**config.mk**
```make
export PLATFORM = sky130hd
export DESIGN_NAME = msbc_core
export DESIGN_NICKNAME = d
export VERILOG_FILES = /design/src/pkg/msbc_pkg.sv /design/src/core/msbc_filter.sv /design/src/core/msbc_open_drain.sv /design/src/core/msbc_core.sv
export SDC_FILE = /design/constraint.sdc
export NUM_CORES = 1
export LEC_CHECK = 0
export ABC_AREA = 1
export BUFFER_PORTS_ARGS = -buffer_cell sky130_fd_sc_hd__buf_2
export CELL_PAD_IN_SITES_DETAIL_PLACEMENT = 1
export CELL_PAD_IN_SITES_GLOBAL_PLACEMENT = 2
export CORE_MARGIN = 2
export CORE_UTILIZATION = 30
export CTS_CLUSTER_DIAMETER = 50
export DETAILED_ROUTE_END_ITERATION = 16
export GPL_TIMING_DRIVEN = 0
export PLACE_DENSITY_LB_ADDON = 0.2
export SKIP_LAST_GASP = 1
export SLEW_MARGIN = 20
export SYNTH_ARGS = -nofsm -noshare
export SYNTH_HDL_FRONTEND = slang
export SYNTH_HIERARCHICAL = 1
export SYNTH_SLANG_ARGS = --single-unit
```
**constraint.sdc**
```tcl
create_clock -name clk_i -period 2.11 [get_ports clk_i]
set_input_delay 0.422 -clock clk_i [delete_from_list [all_inputs] [get_ports clk_i]]
set_output_delay 0.422 -clock clk_i [all_outputs]
set_load 0.02 [all_outputs]
```
**src/pkg/msbc_pkg.sv**
```systemverilog
/*
 Package for the module sideband control block: timing counts, state
 encodings and the carrier struct for the pin levels used by the core.
 Assumes a 10 MHz core clock.
*/
package msbc_pkg;
   // Core clock
   localparam int CLK_HZ = 10000000;
   // Least low time on the reset pin that counts as a reset, in us
   localparam int RESET_MIN_US = 10;
   localparam int RESET_MIN_CYC = (RESET_MIN_US * (CLK_HZ / 1000000) < 1) ? 1 :
      RESET_MIN_US * (CLK_HZ / 1000000);
   // Initialization interval after reset release, in us
   localparam int INIT_US = 400;
   localparam int INIT_CYC = (INIT_US * (CLK_HZ / 1000000) < 1) ? 1 :
      INIT_US * (CLK_HZ / 1000000);
   // Glitch filter length on select, reset and low-power inputs
   localparam int FILT_CYC = 4;
   // Counter width
   localparam int CNT_W = 16;
   localparam logic [CNT_W-1:0] RESET_MIN_CNT = CNT_W'(RESET_MIN_CYC);
   localparam logic [CNT_W-1:0] INIT_CNT = CNT_W'(INIT_CYC);
   localparam logic [CNT_W-1:0] FILT_CNT = CNT_W'(FILT_CYC);

   // Reset and initialization sequencer states
   typedef enum logic [1:0] {
      MSBC_ST_RUN = 2'b00,
      MSBC_ST_HELD = 2'b01,
      MSBC_ST_INIT = 2'b10
   } msbc_state_type;

   // Sideband input levels after glitch filtering
   typedef struct packed {
      logic module_select_n;
      logic module_reset_n;
      logic low_power_request;
   } msbc_pins_type;
endpackage

```
**src/core/msbc_filter.sv**
```systemverilog
/*
 Synchroniser and glitch filter for one sideband input.
 Assumes the input may be asynchronous to clk_i; output changes only after
 the synchronised level has been stable for the given number of cycles.
*/
`timescale 1ns/1ps
module msbc_filter
   import msbc_pkg::*;
#(
   parameter logic [CNT_W-1:0] STABLE = FILT_CNT,
   parameter logic RST_VAL = 1'b1
) (
   // Clock and reset
   input wire logic clk_i,
   input wire logic sys_rst_i,
   // Raw level in, filtered level out
   input wire logic raw_i,
   output logic level_o
);
   typedef struct packed {
      logic s1;
      logic s2;
      logic out;
      logic [CNT_W-1:0] cnt;
   } msbc_filt_type;

   msbc_filt_type st_reg;
   msbc_filt_type st_next;

   ////////////////////////////////////////////////////////////////////////
   // Next state: s1 feeds only s2; s2 is filtered
   always_comb begin
      st_next = st_reg;
      st_next.s1 = raw_i;
      st_next.s2 = st_reg.s1;
      if (st_reg.s2 == st_reg.out) begin
         st_next.cnt = '0;
      end else if (st_reg.cnt >= STABLE - 1'b1) begin
         st_next.out = st_reg.s2; // [RULE_16]
         st_next.cnt = '0;
      end else begin
         st_next.cnt = st_reg.cnt + 1'b1;
      end
   end

   // State register
   always_ff @(posedge clk_i or posedge sys_rst_i) begin
      if (sys_rst_i) begin
         st_reg <= '{s1: RST_VAL, s2: RST_VAL, out: RST_VAL, cnt: '0};
      end else begin
         st_reg <= st_next;
      end
   end

   assign level_o = st_reg.out;
endmodule

```
**src/core/msbc_open_drain.sv**
```systemverilog
/*
 Open-drain output stage: pulls low or releases, never drives high.
 Assumes a pull-up on the host board sets the released level.
*/
`timescale 1ns/1ps
module msbc_open_drain (
   // Clock and reset
   input wire logic clk_i,
   input wire logic sys_rst_i,
   // Request to pull the line low
   input wire logic pull_low_i,
   // Pin signals
   output logic pin_o,
   output logic pin_oe_o
);
   typedef struct packed {
      logic oe;
   } msbc_od_type;

   msbc_od_type st_reg;
   msbc_od_type st_next;

   ////////////////////////////////////////////////////////////////////////
   // Enable follows the request; data is always low
   always_comb begin
      st_next.oe = pull_low_i;
   end

   // Enable register
   always_ff @(posedge clk_i or posedge sys_rst_i) begin
      if (sys_rst_i) begin
         st_reg <= '0;
      end else begin
         st_reg <= st_next;
      end
   end

   assign pin_o = 1'b0; // [RULE_14]
   assign pin_oe_o = st_reg.oe;

   // Data never driven high while enabled
   a_od_never_high: assert property (@(posedge clk_i) disable iff (sys_rst_i) // [RULE_14]
      pin_oe_o |-> !pin_o) else $error("open drain drove high");
endmodule

```
**src/core/msbc_core.sv**
```systemverilog
/*
 Sideband control core of a pluggable four-lane optical module.
 Assumes a single 10 MHz clock, power-up reset on sys_rst_i, and a host
 that pulls up the attention and present lines on its board.
*/
// Overview of operation
// (RULE_01) Select low lets the module answer two-wire management commands.
// (RULE_02) Select high: ignore all management traffic, never drive data line.
// (RULE_03) Select input has internal pull-up; floating means deselected. No pull-up here; the select filter just resets high.
// (RULE_04) Host uses each module's select line to address one module.
// (RULE_05) Reset low beyond minimum time fully resets and restores defaults.
// (RULE_06) Initialization interval starts at rising edge of reset input.
// (RULE_07) Host ignores status bits until reset completion is signalled.
// (RULE_08) Completion shown by attention asserted with data-not-ready cleared.
// (RULE_09) Power-up raises completion attention without a reset pulse.
// (RULE_10) Low-power request high selects reduced power; low runs normal.
// (RULE_11) Present output reads low when seated, high via host pull-up.
// (RULE_12) Attention pulled low for faults or critical status.
// (RULE_13) Host reads module over management bus to find the cause.
// (RULE_14) Attention only pulled low or released, never driven high.
// (RULE_15) Host reads lower page flag field to learn channel and flag.
// (RULE_16) Select, reset, low-power inputs synchronised and glitch filtered.
`timescale 1ns/1ps
module msbc_core
   import msbc_pkg::*;
(
   // Clock and reset
   input wire logic clk_i,
   input wire logic sys_rst_i,
   // Host sideband pins
   input wire logic module_select_n_i,
   input wire logic module_reset_n_i,
   input wire logic low_power_request_i,
   // Management bus data line, open drain
   input wire logic mgmt_sda_i,
   input wire logic mgmt_sda_drive_low_i,
   output logic mgmt_sda_o,
   output logic mgmt_sda_oe_o,
   output logic mgmt_enable_o,
   // Status from module internals
   input wire logic fault_event_i,
   input wire logic flags_read_i,
   // Module state outputs
   output logic data_not_ready_o,
   output logic low_power_o,
   output logic user_defaults_o,
   output logic present_n_o,
   output logic present_n_oe_o,
   // Attention pin, open drain
   output logic attention_n_o,
   output logic attention_n_oe_o
);
   // All core state
   typedef struct packed {
      msbc_state_type state;
      logic [CNT_W-1:0] cnt;
      logic not_ready;
      logic completion;
      logic fault;
      logic low_power;
      logic defaults;
      logic mgmt_en;
      logic sda_oe;
   } msbc_core_type;

   msbc_core_type st_reg;
   msbc_core_type st_next;
   msbc_pins_type pins_filt;
   logic attn_pull;
   logic sda_unused;

   ////////////////////////////////////////////////////////////////////////
   // Input conditioning; select resets high as an undriven pin would
   msbc_filter #(.STABLE(FILT_CNT), .RST_VAL(1'b1)) u_sel (
      .clk_i(clk_i),
      .sys_rst_i(sys_rst_i),
      .raw_i(module_select_n_i), // [RULE_03]
      .level_o(pins_filt.module_select_n)
   );

   // Reset pin uses a short filter; min-time check is in the sequencer
   msbc_filter #(.STABLE(FILT_CNT), .RST_VAL(1'b1)) u_rst (
      .clk_i(clk_i),
      .sys_rst_i(sys_rst_i),
      .raw_i(module_reset_n_i),
      .level_o(pins_filt.module_reset_n)
   );

   msbc_filter #(.STABLE(FILT_CNT), .RST_VAL(1'b0)) u_lpm (
      .clk_i(clk_i),
      .sys_rst_i(sys_rst_i),
      .raw_i(low_power_request_i),
      .level_o(pins_filt.low_power_request)
   );

   assign sda_unused = mgmt_sda_i;

   ////////////////////////////////////////////////////////////////////////
   // Reset sequencer, attention flags and select gating
   always_comb begin
      st_next = st_reg;
      case (st_reg.state)
         MSBC_ST_RUN: begin
            if (!pins_filt.module_reset_n) begin
               st_next.state = MSBC_ST_HELD;
               st_next.cnt = '0;
            end
         end
         MSBC_ST_HELD: begin
            if (pins_filt.module_reset_n) begin
               // Short pulse: no reset; an interrupted init starts over
               if (st_reg.cnt >= RESET_MIN_CNT) begin
                  st_next.state = MSBC_ST_INIT; // [RULE_06]
                  st_next.cnt = '0;
               end else if (st_reg.not_ready) begin
                  st_next.state = MSBC_ST_INIT; // [RULE_16]
                  st_next.cnt = '0;
               end else begin
                  st_next.state = MSBC_ST_RUN; // [RULE_16]
               end
            end else if (st_reg.cnt < RESET_MIN_CNT - 1'b1) begin
               st_next.cnt = st_reg.cnt + 1'b1;
            end else begin
               // Held long enough: defaults go back before any release
               st_next.cnt = RESET_MIN_CNT;
               st_next.defaults = 1'b1; // [RULE_05]
               st_next.not_ready = 1'b1;
               st_next.completion = 1'b0;
               st_next.fault = 1'b0;
            end
         end
         MSBC_ST_INIT: begin
            st_next.defaults = 1'b0;
            if (!pins_filt.module_reset_n) begin
               st_next.state = MSBC_ST_HELD;
               st_next.cnt = '0;
            end else if (st_reg.cnt >= INIT_CNT - 1'b1) begin
               st_next.state = MSBC_ST_RUN;
               st_next.not_ready = 1'b0; // [RULE_08]
               st_next.completion = 1'b1;
            end else begin
               st_next.cnt = st_reg.cnt + 1'b1;
            end
         end
         default: begin
            st_next.state = MSBC_ST_RUN;
         end
      endcase
      // Host read clears attention causes; a new fault wins over the clear
      if (flags_read_i && st_reg.state == MSBC_ST_RUN) begin
         st_next.completion = 1'b0;
         st_next.fault = 1'b0;
      end
      if (fault_event_i && st_reg.state == MSBC_ST_RUN) begin
         st_next.fault = 1'b1; // [RULE_12]
      end
      st_next.low_power = pins_filt.low_power_request; // [RULE_10]
      st_next.mgmt_en = !pins_filt.module_select_n; // [RULE_01]
      st_next.sda_oe = !pins_filt.module_select_n && mgmt_sda_drive_low_i; // [RULE_02]
   end

   // State register; power-up starts in the init interval
   always_ff @(posedge clk_i or posedge sys_rst_i) begin
      if (sys_rst_i) begin
         st_reg <= '{state: MSBC_ST_INIT, cnt: '0, not_ready: 1'b1,
            completion: 1'b0, fault: 1'b0, low_power: 1'b0, defaults: 1'b1,
            mgmt_en: 1'b0, sda_oe: 1'b0}; // [RULE_09]
      end else begin
         st_reg <= st_next;
      end
   end

   ////////////////////////////////////////////////////////////////////////
   // Attention pin stage
   assign attn_pull = st_next.completion || st_next.fault;

   msbc_open_drain u_attn (
      .clk_i(clk_i),
      .sys_rst_i(sys_rst_i),
      .pull_low_i(attn_pull), // [RULE_12]
      .pin_o(attention_n_o),
      .pin_oe_o(attention_n_oe_o)
   );

   // Plain outputs
   assign mgmt_sda_o = 1'b0;
   assign mgmt_sda_oe_o = st_reg.sda_oe;
   assign mgmt_enable_o = st_reg.mgmt_en;
   assign data_not_ready_o = st_reg.not_ready;
   assign low_power_o = st_reg.low_power;
   assign user_defaults_o = st_reg.defaults;
   // Present pin grounded inside the module whenever seated
   assign present_n_o = 1'b0; // [RULE_11]
   assign present_n_oe_o = 1'b1;

   ////////////////////////////////////////////////////////////////////////
   // Checks
   // Data line stays released while deselected
   a_sda_desel_quiet: assert property (@(posedge clk_i) disable iff (sys_rst_i) // [RULE_02]
      $past(pins_filt.module_select_n) |-> !mgmt_sda_oe_o)
      else $error("data line driven while deselected");

   // Deselect turns the management engine off
   a_desel_no_mgmt: assert property (@(posedge clk_i) disable iff (sys_rst_i) // [RULE_02]
      pins_filt.module_select_n |=> !mgmt_enable_o)
      else $error("deselected but management enabled");

   // Select turns the management engine on
   a_sel_enables_mgmt: assert property (@(posedge clk_i) disable iff (sys_rst_i) // [RULE_01]
      !pins_filt.module_select_n |=> mgmt_enable_o)
      else $error("selected but management disabled");

   // Data line is only pulled by an enabled engine
   a_sda_needs_sel: assert property (@(posedge clk_i) disable iff (sys_rst_i) // [RULE_01]
      mgmt_sda_oe_o |-> mgmt_enable_o)
      else $error("data line pulled while not enabled");

   // Completion attention follows the fall of not-ready
   a_completion_flag: assert property (@(posedge clk_i) disable iff (sys_rst_i) // [RULE_08]
      $fell(data_not_ready_o) |-> ##1 !attention_n_o && attention_n_oe_o)
      else $error("completion attention missing");

   // Completion is only posted with status valid
   a_completion_ready: assert property (@(posedge clk_i) disable iff (sys_rst_i) // [RULE_08]
      st_reg.completion |-> !data_not_ready_o)
      else $error("completion posted while not ready");

   // No attention during the init interval
   a_init_no_attn: assert property (@(posedge clk_i) disable iff (sys_rst_i) // [RULE_08]
      st_reg.state == MSBC_ST_INIT |-> !attention_n_oe_o)
      else $error("attention during init");

   // Init starts at the release of a long reset
   a_init_on_rise: assert property (@(posedge clk_i) disable iff (sys_rst_i) // [RULE_06]
      (st_reg.state == MSBC_ST_HELD && st_reg.cnt >= RESET_MIN_CNT
       && pins_filt.module_reset_n) |=> st_reg.state == MSBC_ST_INIT)
      else $error("init not started at release");

   // Init runs its full length while the pin stays high
   a_init_holds: assert property (@(posedge clk_i) disable iff (sys_rst_i) // [RULE_06]
      (st_reg.state == MSBC_ST_INIT && st_reg.cnt < INIT_CNT - 1'b1
       && pins_filt.module_reset_n) |=> st_reg.state == MSBC_ST_INIT)
      else $error("init cut short");

   // Status reads not ready for the whole init
   a_init_not_ready: assert property (@(posedge clk_i) disable iff (sys_rst_i) // [RULE_06]
      st_reg.state == MSBC_ST_INIT |-> data_not_ready_o)
      else $error("ready during init");

   // Not ready only falls at the end of init
   a_ready_at_end: assert property (@(posedge clk_i) disable iff (sys_rst_i) // [RULE_06]
      $fell(data_not_ready_o) |-> $past(st_reg.state) == MSBC_ST_INIT)
      else $error("ready outside the end of init");

   // A low reset pin leaves run at once
   a_held_entry: assert property (@(posedge clk_i) disable iff (sys_rst_i) // [RULE_05]
      (st_reg.state == MSBC_ST_RUN && !pins_filt.module_reset_n)
      |=> st_reg.state == MSBC_ST_HELD)
      else $error("reset pin not seen");

   // Long reset restores defaults
   a_long_reset: assert property (@(posedge clk_i) disable iff (sys_rst_i) // [RULE_05]
      (st_reg.state == MSBC_ST_HELD && st_reg.cnt >= RESET_MIN_CNT
       && !pins_filt.module_reset_n) |=> user_defaults_o && data_not_ready_o)
      else $error("long reset did not restore defaults");

   // Defaults are never applied in run
   a_defaults_not_run: assert property (@(posedge clk_i) disable iff (sys_rst_i) // [RULE_05]
      user_defaults_o |-> st_reg.state != MSBC_ST_RUN)
      else $error("defaults applied in run");

   // Short pulse keeps settings; an interrupted init starts over
   a_short_glitch: assert property (@(posedge clk_i) disable iff (sys_rst_i) // [RULE_16]
      (st_reg.state == MSBC_ST_HELD && st_reg.cnt < RESET_MIN_CNT
       && pins_filt.module_reset_n) |=> !user_defaults_o
       && st_reg.state == ($past(st_reg.not_ready) ? MSBC_ST_INIT : MSBC_ST_RUN))
      else $error("short pulse reset module");

   // Low-power request high gives reduced power
   a_lowpower_follow: assert property (@(posedge clk_i) disable iff (sys_rst_i) // [RULE_10]
      pins_filt.low_power_request |=> low_power_o)
      else $error("low power not entered");

   // Low-power request low gives normal power
   a_lowpower_normal: assert property (@(posedge clk_i) disable iff (sys_rst_i) // [RULE_10]
      !pins_filt.low_power_request |=> !low_power_o)
      else $error("low power not left");

   // Fault in run pulls attention
   a_fault_attn: assert property (@(posedge clk_i) disable iff (sys_rst_i) // [RULE_12]
      (fault_event_i && st_reg.state == MSBC_ST_RUN) |-> ##1 attention_n_oe_o)
      else $error("fault did not pull attention");

   // Attention pin tracks its pending causes
   a_attn_tracks: assert property (@(posedge clk_i) disable iff (sys_rst_i) // [RULE_12]
      attention_n_oe_o == (st_reg.completion || st_reg.fault))
      else $error("attention out of step with causes");

   // A read with no new fault releases attention
   a_read_clears: assert property (@(posedge clk_i) disable iff (sys_rst_i) // [RULE_12]
      (flags_read_i && !fault_event_i && st_reg.state == MSBC_ST_RUN) |=> !attention_n_oe_o)
      else $error("attention not released by read");

   // Attention only ever pulls low
   a_attn_pulls_low: assert property (@(posedge clk_i) disable iff (sys_rst_i) // [RULE_14]
      attention_n_oe_o |-> !attention_n_o)
      else $error("attention driven high");

   // Present is grounded inside the module
   a_present_low: assert property (@(posedge clk_i) disable iff (sys_rst_i) // [RULE_11]
      present_n_oe_o && !present_n_o)
      else $error("present not low");

   // Power-up: defaults drop while still not ready
   a_powerup_done: assert property (@(posedge clk_i) disable iff (sys_rst_i) // [RULE_09]
      $fell(st_reg.defaults) && $past(st_reg.state) == MSBC_ST_INIT
      |-> data_not_ready_o)
      else $error("not ready lost early");
endmodule

```
==> load_flow_metrics.sql, run 1 <==
INSERT INTO impl_metrics (metric_group, metric, value, unit) VALUES
('grt', 'number_of_global_route_vias_before_repair', '2690', ''),
('critical_path', 'register_to_register_setup_slack', '0.20', 'ns'),
('grt', 'total_global_routing_overflow', '0', ''),
('layout', 'areaGrowthSynthToFinish', '19.5', '%'),
('clock_tree', 'post-cts-setup-buffers', '0', ''),
('logic_synthesis', 'ys_async_sr_fraction', '100', '%'),
('clock_tree', 'clk_pin_slew', '0.06', 'ns'),
('layout', 'drive_above_1_share', '13.8', '%'),
('place', 'detailedPlace.worstSlack', '-0.00956', 'ns'),
('place', 'final_gp_congestion', '0.771', ''),
('timing', 'setup_repair_after_global_routing_missed_its_margin', 'false', ''),
('critical_path', 'critical_path_peak_fanout', '9', ''),
('timing', 'crit_share_post_route', '90.5', '%'),
('grt', 'grt_start_max_net_pins', '26', ''),
('logic_synthesis', 'yosys.area.top_type_share', '52.8', '%'),
('layout', 'num-nets-final', '471', ''),
('logic_synthesis', 'dominantRegCellSynth', 'sky130_fd_sc_hd__dfrtp_1', ''),
('place', 'detailed_place_hpwl', '5140', 'um'),
('clock_tree', 'cts_tree', 'built', ''),
('layout', 'fin_util', '36.7', '%'),
('route', 'wl_per_cell', '11.7', 'um'),
('run_status', 'outcome', 'finished clean', ''),
('route', 'drt-pass1-iter-count', '4', ''),
('timing', 'fmax', '0.523', 'GHz'),
('worst_hold_path', 'worst_hold_path.num_cells', '1', ''),
('floorplanning', 'fp.dieArea', '12600', 'um2'),
('logic_synthesis', 'synth.lib_cells_used.distinct', '23', ''),
('logic_synthesis', 'count_of_flip_flops_with_a_built_in_enable_after_synthesis', '0', ''),
('flow_run', 'max-cap-violations', '0', ''),
('route', 'initialDrtViolationCount', '88', ''),
('timing', 'hold_viol_final', '0', ''),
('worst_hold_path', 'min_to', 'u_sel/st_next[17]', ''),
('timing', 'setup_total_negative_slack', '0', 'ns'),
('pwr', 'pwr_density_cell', '904', 'nW/um2'),
('critical_path', 'worstSetupEndpointType', 'register', ''),
('place', 'port-buffer-count', '13', ''),
('critical_path', 'path_common_cell', 'sky130_fd_sc_hd__nand2_1', ''),
('pwr', 'worst_vdd_drop', '0.497', 'mV'),
('logic_synthesis', 'synthTopCellsByCount', 'sky130_fd_sc_hd__nand2_1, sky130_fd_sc_hd__dfrtp_1, sky130_fd_sc_hd__nor2_1', ''),
('route', 'via_count', '2488', ''),
('grt', 'grt_antenna_before_repair', '0', ''),
('logic_synthesis', 'postSynthCellCount', '387', ''),
('critical_path', 'timing.setup.critical_path_class', 'reg -> reg', ''),
('floorplanning', 'fp-row-count', '39', ''),
('floorplanning', 'pin_count', '19', ''),
('pwr', 'power.leakage', '2.14', 'nW'),
('logic_synthesis', 'yosys-top-cells-area', 'sky130_fd_sc_hd__dfrtp_1, sky130_fd_sc_hd__nand2_1, sky130_fd_sc_hd__dfstp_2, sky130_fd_sc_hd__nor2_1, sky130_fd_sc_hd__inv_1', ''),
('clock_tree', 'clk-insertion-delay-late', '0.34', 'ns'),
('worst_hold_path', 'hold_path.class', 'in -> reg', ''),
('layout', 'filler_cell_count', '1383', ''),
('critical_path', 'critical_path.reg2reg.startpoint', 'st_reg[24]', ''),
('critical_path', 'critical_path.startpoint_type', 'register', ''),
('grt', 'global_route_wire_length_before_repair', '12700', 'um'),
('critical_path', 'path_cells', 'ha_1, buf_2, nand2_1, nand2_1, nand2_1, a21oi_2, nand3_1, nand2_1', ''),
('critical_path', 'cp_data_required_time', '2.39', 'ns'),
('critical_path', 'critical_path_arrival', '2.19', 'ns'),
('clock_tree', 'cts.sinks', '83', ''),
('clock_tree', 'cts.path.max_buffers', '2', ''),
('route', 'drt-total-wl', '7010', 'um'),
('timing', 'worstMarginPinSlew', '0.707', 'ns'),
('timing', 'timing.final.max_slew_violations', '0', ''),
('critical_path', 'cpMaxStageDelayCell', 'sky130_fd_sc_hd__dfstp_2', ''),
('logic_synthesis', 'ys_seq_elements', '83', ''),
('critical_path', 'critPathTopFamily', 'simple AND/OR/NAND/NOR gates', ''),
('timing', 'finalWorstSetupSlack', '0.199', 'ns'),
('logic_synthesis', 'yosys.area.top_type', 'sky130_fd_sc_hd__dfrtp_1', ''),
('logic_synthesis', 'syn_area', '3510', 'um2'),
('critical_path', 'timing.reg2reg.worst_path_depth', '8', ''),
('clock_tree', 'cts_inserted_buffers', '9', ''),
('layout', 'post-route-cell-area', '4190', 'um2'),
('worst_hold_path', 'min_from', 'module_select_n_i', '');
[per-layer routing]
layer,wire [um],up-vias,global-route usage [%]
met1,3430,1191,17.0
li1,-,1258,-
met3,228,7,3.24
met2,3260,32,20.3
met5,0,-,0
met4,94,0,5.37
[placed cells by master, fill, tap and decap left out, drive strengths merged]
| master | Yosys | layout |
|---|---|---|
| dfrtp | 74 | 74 |
| ha | 10 | 10 |
| nand3 | 32 | 32 |
| dlygate4sd3 | 0 | 1 |
| buf | 8 | 21 |
| o21bai | 1 | 1 |
| xor2 | 6 | 6 |
| a21oi | 4 | 4 |
| nand4 | 7 | 7 |
| nor2 | 65 | 65 |
| clkinvlp | 0 | 1 |
| clkinv | 1 | 3 |
| o21ai | 13 | 13 |
| clkbuf | 0 | 11 |
| inv | 48 | 50 |
| conb | 6 | 46 |
| nand2 | 103 | 103 |
| dfstp | 9 | 9 |
[power by group]
group          total, mW  switching [mW]  internal (mW)
clock               1.46           0.628          0.834
combinational      0.567           0.395          0.172
sequential          1.76          0.0573           1.70
total               3.79            1.08           2.71
[cell type report]
class / count / area (um2) / area share, %
Sequential cell: 83 / 2090 / 49.8
Multi-Input combinational cell: 287 / 1320 / 31.6
Clock buffer: 11 / 243 / 5.79
Inverter: 49 / 188 / 4.47
Tap cell: 143 / 179 / 4.27
Timing Repair Buffer: 14 / 75.1 / 1.79
Buffer: 8 / 62.6 / 1.49
Clock inverter: 5 / 35.0 / 0.835
[through the flow]
step           hold WS [ns]  power [mW]  std cells
6_report              0.186        3.79        600
5_1_grt               0.168        4.03        600
4_1_cts               0.168        3.88        600
3_5_place_dp          0.322        2.37        583
3_3_place_gp          0.318        2.36        583
2_1_floorplan         0.151        2.19        427
[repair_timing]
item | CTS | global route
setup endpoints to repair | 4 | 1
endpoints found under the hold margin | 1 | 0
resized for setup | 1 | 1
hold buffers | 1 | 0
pin swaps | 0 | 0
[cell families after synthesis]
group,Yosys count,synth area share (%)
flops,83,59.5
compound gates,18,2.64
fa+ha+maj,10,3.57
simple gates,207,25.0
xor+xnor,6,1.50
other cells,6,0.642
buf+inv,57,7.13
[how the worst max path moves through the flow]
| stage | start | to | slack, ns | cells past startpoint |
|---|---|---|---|---|
| floorplan | st_reg[7] | st_reg[13] | 0.51 | 12 |
| global placement | st_reg[24] | st_reg[10] | -0.03 | 8 |
| global route | st_reg[23] | st_reg[10] | 0.04 | 9 |
| detailed placement | st_reg[24] | st_reg[14] | -0.01 | 8 |
| CTS | st_reg[24] | st_reg[14] | 0.19 | 8 |
| finish | st_reg[24] | st_reg[8] | 0.20 | 8 |
Power figures use the tool's default switching activity.
==> inputs of run 2 (changes only) <==
==> constraint.sdc (replaced) <==
create_clock -name clk_i -period 2.11 [get_ports clk_i]
set_input_delay 0 -clock clk_i [delete_from_list [all_inputs] [get_ports clk_i]]
set_output_delay 0 -clock clk_i [all_outputs]
set_load 0.02 [all_outputs]
==> run 2 against run 1 <==
Compared with the run above: clock-buffer cell count unchanged; largest cell class unchanged; largest power group unchanged; core utilization grew 0.53 points; clock skew is 0.00054 ns lower; critical endpoint unchanged; first-iteration DRC count fell by 3.4%; sequential cell count stayed put.
==> load_flow_metrics.sql, run 2 (same netlist as run 1, synthesis figures left out) <==
INSERT INTO impl_metrics (metric_group, metric, value, unit) VALUES
('critical_path', 'path_common_cell', 'sky130_fd_sc_hd__nand2_1', ''),
('floorplanning', 'pin_count', '19', ''),
('place', 'placement.cell_area', '3900', 'um2'),
('critical_path', 'cp_data_required_time', '2.39', 'ns'),
('grt', 'global_route_wire_length_before_repair', '12800', 'um'),
('layout', 'layout.area.seq', '2090', 'um2'),
('layout', 'num-nets-final', '477', ''),
('critical_path', 'cpMaxStageDelayCell', 'sky130_fd_sc_hd__dfstp_2', ''),
('timing', 'setup_viol', '0', ''),
('layout', 'most_common_library_cell_in_the_layout_ignoring_fill_and_taps', 'sky130_fd_sc_hd__nand2_1', ''),
('floorplanning', 'coreArea', '11400', 'um2'),
('clock_tree', 'htree_num_levels', '3', ''),
('clock_tree', 'clk-insertion-delay-late', '0.34', 'ns'),
('place', 'detailed_place_hpwl', '5140', 'um'),
('layout', 'areaGrowthSynthToFinish', '21.3', '%'),
('critical_path', 'timing.setup.critical_path_class', 'reg -> reg', ''),
('timing', 'timing.final.max_slew_violations', '0', ''),
('pwr', 'pwr_density_cell', '893', 'nW/um2'),
('grt', 'grt_start_max_net_pins', '26', ''),
('grt', 'total_global_routing_overflow', '0', ''),
('floorplanning', 'die_width', '112', 'um'),
('critical_path', 'worst_path_largest_cell_delay', '0.57', 'ns'),
('floorplanning', 'fp-row-count', '39', ''),
('floorplanning', 'fp.dieArea', '12600', 'um2'),
('critical_path', 'critical_path_peak_fanout', '9', ''),
('layout', 'largest_register_ffs', '20', ''),
('flow_run', 'max-cap-violations', '0', ''),
('timing', 'hold_viol_final', '0', ''),
('grt', 'grt_antenna_before_repair', '0', ''),
('place', 'port-buffer-count', '13', ''),
('layout', 'most-common-layout-cells', 'sky130_fd_sc_hd__nand2_1, sky130_fd_sc_hd__dfrtp_1, sky130_fd_sc_hd__nor2_1', ''),
('floorplanning', 'floorplan.initialDensity', '30.7', '%'),
('layout', 'post-route-cell-area', '4250', 'um2'),
('timing', 'fmax', '0.523', 'GHz'),
('route', 'via_count', '2502', ''),
('timing', 'timing.max_slew.rel_slack', '52.8', '%'),
('critical_path', 'worstSetupEndpointType', 'register', ''),
('pwr', 'post-layout-total-power', '3.80', 'mW'),
('pwr', 'worst_vdd_drop', '0.497', 'mV'),
('route', 'drt-total-wl', '7060', 'um'),
('timing', 'crit_share_post_route', '90.6', '%'),
('layout', 'area_of_the_multi_input_gates', '1320', 'um2'),
('layout', 'filler_cell_count', '1382', ''),
('critical_path', 'crit_path_start', 'st_reg[24]', ''),
('clock_tree', 'cts_root_buf', 'sky130_fd_sc_hd__clkbuf_16', ''),
('pwr', 'power.leakage', '2.16', 'nW'),
('timing', 'setup_repair_after_global_routing_missed_its_margin', 'false', ''),
('route', 'initialDrtViolationCount', '85', ''),
('grt', 'gr-usage-all-layers', '12.9', '%'),
('critical_path', 'critical_path.startpoint_type', 'register', ''),
('timing', 'clock-skew-final', '0.00791', 'ns'),
('route', 'drt-vias-per-instance', '4.13', ''),
('grt', 'number_of_global_route_vias_before_repair', '2727', ''),
('layout', 'antenna-diode-count', '0', ''),
('route', 'drc', '0', ''),
('clock_tree', 'post-cts-setup-buffers', '0', ''),
('clock_tree', 'cts.sinks', '83', ''),
('clock_tree', 'cts_tree', 'built', ''),
('clock_tree', 'cts.path.max_buffers', '2', ''),
('run_status', 'outcome', 'finished clean', ''),
('place', 'final_gp_congestion', '0.771', ''),
('floorplanning', 'dieHeight', '112', 'um'),
('route', 'wl_per_cell', '11.7', 'um'),
('clock_tree', 'cts_inserted_buffers', '9', ''),
('timing', 'worstMarginPinSlew', '0.708', 'ns'),
('worst_hold_path', 'hold_path.class', 'in -> async', ''),
('timing', 'final.hold.worst_slack', '0.106', 'ns'),
('layout', 'drive_above_1_share', '13.6', '%'),
('clock_tree', 'clk_pin_slew', '0.06', 'ns'),
('critical_path', 'critical_path.reg2reg.startpoint', 'st_reg[24]', ''),
('critical_path', 'path_cells', 'ha_1, buf_2, nand2_1, nand2_1, nand2_1, a21oi_2, nand3_1, nand2_1', ''),
('route', 'drt-pass1-iter-count', '4', ''),
('critical_path', 'critical_path_arrival', '2.19', 'ns'),
('route', 'route.antenna.remaining_nets', '0', ''),
('timing', 'period_minus_slack', '1.91', 'ns');
==> run 2: final cells by class <==
class | count | area share (%)
Tap cell | 143 | 4.21
Inverter | 49 | 4.41
Clock inverter | 5 | 0.824
Sequential cell | 83 | 49.1
Multi-Input combinational cell | 287 | 31.1
Buffer | 8 | 1.47
Timing Repair Buffer | 20 | 3.18
Clock buffer | 11 | 5.71
==> run 2: final timing paths <==
check,endpoint,cells past startpoint,slack (ns)
worst min-delay path,u_attn/pin_oe_o,3,0.11
worst max-delay path,st_reg[8],8,0.20
min in group clk_i,u_sel/st_next[17],2,0.31
worst max register to register,st_reg[8],8,0.20
worst min register to register,u_sel/st_reg[17],0,0.35
max in group asynchronous,u_rst/st_reg[2],3,1.28
==> run 2: power breakdown <==
| group | internal (mW) | switching, mW | leakage [nW] |
|---|---|---|---|
| combinational | 0.179 | 0.398 | 1.01 |
| sequential | 1.70 | 0.0573 | 1.01 |
| clock | 0.834 | 0.629 | 0.136 |
| total | 2.72 | 1.08 | 2.16 |
==> run 2: worst max-delay path: cells and delay by family, from the launching register on <==
kind,cells,cell delay [ns]
and+or+nand+nor,5,0.60
buffers and inverters,1,0.21
DFF,1,0.57
AOI/OAI and AO/OA,1,0.32
adders and majority gates,1,0.15
==> run 2: timing repair <==
item,CTS,global route
cloned,0,0
endpoints found under the setup margin,4,1
hold buffers,7,0
hold endpoints to repair,59,0
resized for setup,1,1
==> run 2: layer usage <==
layer | vias to the layer above | GRT usage, % | routed length [um]
met4 | 0 | 5.37 | 122
met3 | 9 | 3.13 | 213
met2 | 28 | 20.5 | 3260
li1 | 1270 | - | -
met5 | - | 0 | 0
met1 | 1195 | 17.1 | 3460
==> run 2: metrics by stage <==
stage	TNS, ns	util [%]	worst slack (ns)	cells
6_report	0	37.3	0.199	606
5_1_grt	0	37.3	0.0415	606
4_1_cts	0	37.3	0.187	606
3_5_place_dp	-0.0143	34.2	-0.00956	583
3_3_place_gp	-0.125	34.2	-0.0343	583
2_1_floorplan	0	-	0.510	427
==> inputs of run 3 (changes only) <==
Settings changed: CORE_UTILIZATION 30 to 41.
Clock period 2.11 ns to 2.3 ns, I/O delays scaled along.
==> run 3 against run 2 <==
Compared with the run above: first-iteration DRC count down 22%; critical path depth up 1; power down 12%; hold slack worse by 0.027 ns; maximum frequency down 6.4%; clock-buffer cell count down 1; cell count down 6.1%; sequential cell count unchanged.
==> load_flow_metrics.sql, run 3 (same netlist as run 1, synthesis figures left out) <==
INSERT INTO impl_metrics (metric_group, metric, value, unit) VALUES
('timing', 'timing.max_slew.rel_slack', '52.4', '%'),
('timing', 'hold_viol_final', '0', ''),
('place', 'port-buffer-count', '13', ''),
('grt', 'gr-usage-all-layers', '17.1', '%'),
('layout', 'most-common-layout-cells', 'sky130_fd_sc_hd__nand2_1, sky130_fd_sc_hd__dfrtp_1, sky130_fd_sc_hd__nor2_1', ''),
('floorplanning', 'fp.dieArea', '9310', 'um2'),
('timing', 'timing.final.max_slew_violations', '0', ''),
('place', 'detailed_place_hpwl', '5130', 'um'),
('timing', 'crit_share_post_route', '88.8', '%'),
('critical_path', 'crit_path_start', 'st_reg[7]', ''),
('critical_path', 'critical_path_peak_fanout', '6', ''),
('route', 'drt-total-wl', '7030', 'um'),
('timing', 'worstMarginPinSlew', '0.713', 'ns'),
('floorplanning', 'floorplan.initialDensity', '42.5', '%'),
('clock_tree', 'htree_num_levels', '3', ''),
('clock_tree', 'cts_hold_buf', '8', ''),
('floorplanning', 'die_width', '96.5', 'um'),
('timing', 'setup_total_negative_slack', '0', 'ns'),
('grt', 'number_of_global_route_vias_before_repair', '2608', ''),
('layout', 'antenna-diode-count', '0', ''),
('route', 'via_count', '2551', ''),
('floorplanning', 'dieHeight', '96.5', 'um'),
('grt', 'grt_start_max_net_pins', '26', ''),
('critical_path', 'critical_path.startpoint_type', 'register', ''),
('route', 'drt-pass1-iter-count', '4', ''),
('layout', 'most_common_library_cell_in_the_layout_ignoring_fill_and_taps', 'sky130_fd_sc_hd__nand2_1', ''),
('layout', 'drive_above_1_share', '13.6', '%'),
('pwr', 'pwr_density_cell', '804', 'nW/um2'),
('critical_path', 'critical_path_arrival', '2.32', 'ns'),
('pwr', 'worst_vdd_drop', '0.442', 'mV'),
('layout', 'fin_util', '50.5', '%'),
('route', 'initialDrtViolationCount', '66', ''),
('critical_path', 'worstSetupEndpointType', 'register', ''),
('grt', 'grt_antenna_before_repair', '0', ''),
('layout', 'num-nets-final', '478', ''),
('worst_hold_path', 'hold_path.class', 'in -> async', ''),
('route', 'route.antenna.remaining_nets', '0', ''),
('clock_tree', 'clk_pin_slew', '0.09', 'ns'),
('critical_path', 'register_to_register_setup_slack', '0.26', 'ns'),
('timing', 'clock-skew-final', '0.0105', 'ns'),
('timing', 'final.hold.worst_slack', '0.0793', 'ns'),
('critical_path', 'critical_path.reg2reg.startpoint', 'st_reg[7]', ''),
('clock_tree', 'post-cts-setup-buffers', '0', ''),
('critical_path', 'cp_data_required_time', '2.58', 'ns'),
('floorplanning', 'pin_count', '19', ''),
('flow_run', 'max-cap-violations', '0', ''),
('layout', 'areaGrowthSynthToFinish', '18.8', '%'),
('route', 'drt-vias-per-instance', '4.48', ''),
('floorplanning', 'fp-row-count', '33', ''),
('layout', 'largest_register_ffs', '20', ''),
('floorplanning', 'coreArea', '8260', 'um2'),
('clock_tree', 'clk-insertion-delay-late', '0.34', 'ns'),
('clock_tree', 'cts_root_buf', 'sky130_fd_sc_hd__clkbuf_8', ''),
('timing', 'setup_viol', '0', ''),
('pwr', 'post-layout-total-power', '3.35', 'mW'),
('timing', 'setup_repair_after_global_routing_missed_its_margin', 'false', ''),
('clock_tree', 'cts_inserted_buffers', '9', ''),
('layout', 'final_cells', '569', ''),
('grt', 'global_route_wire_length_before_repair', '11900', 'um'),
('clock_tree', 'cts_tree', 'built', ''),
('route', 'drc', '0', ''),
('place', 'numPlacedInstances', '545', ''),
('grt', 'total_global_routing_overflow', '0', ''),
('clock_tree', 'cts_resized', '0', ''),
('place', 'final_gp_congestion', '0.787', ''),
('run_status', 'outcome', 'finished clean', ''),
('timing', 'period_minus_slack', '2.04', 'ns'),
('clock_tree', 'cts.sinks', '83', ''),
('route', 'wl_per_cell', '12.4', 'um'),
('critical_path', 'timing.setup.critical_path_class', 'reg -> reg', ''),
('clock_tree', 'cts.path.max_buffers', '2', ''),
('timing', 'fmax', '0.490', 'GHz'),
('pwr', 'power.leakage', '2.14', 'nW');
run 3: cell types whose count changed in the layout (fill, tap and decap cells not counted), sizes merged:
| cell | delta |
|---|---|
| clkbuf | -1 |
| clkinv | -1 |
| dlygate4sd3 | +1 |
| bufinv | +2 |
run 3: metrics by stage:
stage | worst slack (ns) | area [um2]
2_1_floorplan | 0.700 | 3660
3_3_place_gp | 0.335 | 3850
3_5_place_dp | 0.233 | 3850
4_1_cts | 0.213 | 4170
5_1_grt | 0.0775 | 4170
6_report | 0.258 | 4170
run 3: power breakdown:
part / internal (mW) / total [mW] / switching (mW)
logic: 0.175 / 0.539 / 0.364
clock network: 0.651 / 1.20 / 0.545
registers: 1.56 / 1.61 / 0.0524
run 3: final cells by class:
type                            instances  area (um2)
Inverter                               49         188
Multi-Input combinational cell        287        1320
Clock inverter                          6        93.8
Buffer                                  8        62.6
Timing Repair Buffer                   21         145
Sequential cell                        83        2090
Tap cell                              105         131
Clock buffer                           10         138
Fill cell                            1010        4090
run 3: critical path, cell delays in order, from the launching register on:
cell                            delay, ns
sky130_fd_sc_hd__dfrtp_1             0.45
sky130_fd_sc_hd__ha_1                0.24
sky130_fd_sc_hd__inv_1               0.08
sky130_fd_sc_hd__nand3_1             0.11
sky130_fd_sc_hd__nand3_1             0.12
sky130_fd_sc_hd__nand2_1             0.10
sky130_fd_sc_hd__nand2_1             0.16
sky130_fd_sc_hd__nand3_1             0.09
sky130_fd_sc_hd__nand2_1             0.08
sky130_fd_sc_hd__dlygate4sd3_1       0.54
run 3: final timing paths:
check,to,cells after the start
worst min register to register,u_rst/st_reg[17],0
worst max register to register,st_reg[4],9
worst min-delay path,u_attn/pin_oe_o,3
min in group clk_i,u_sel/st_next[17],2
worst max-delay path,st_reg[4],9
max in group asynchronous,u_sel/st_reg[0],3
run 3: per-layer routing:
layer	wire, um	global-route usage [%]	vias to the layer above
li1	-	-	1280
met2	3480	29.1	23
met3	212	4.97	7
met5	0	0	-
met4	68	3.52	0
met1	3270	21.8	1241
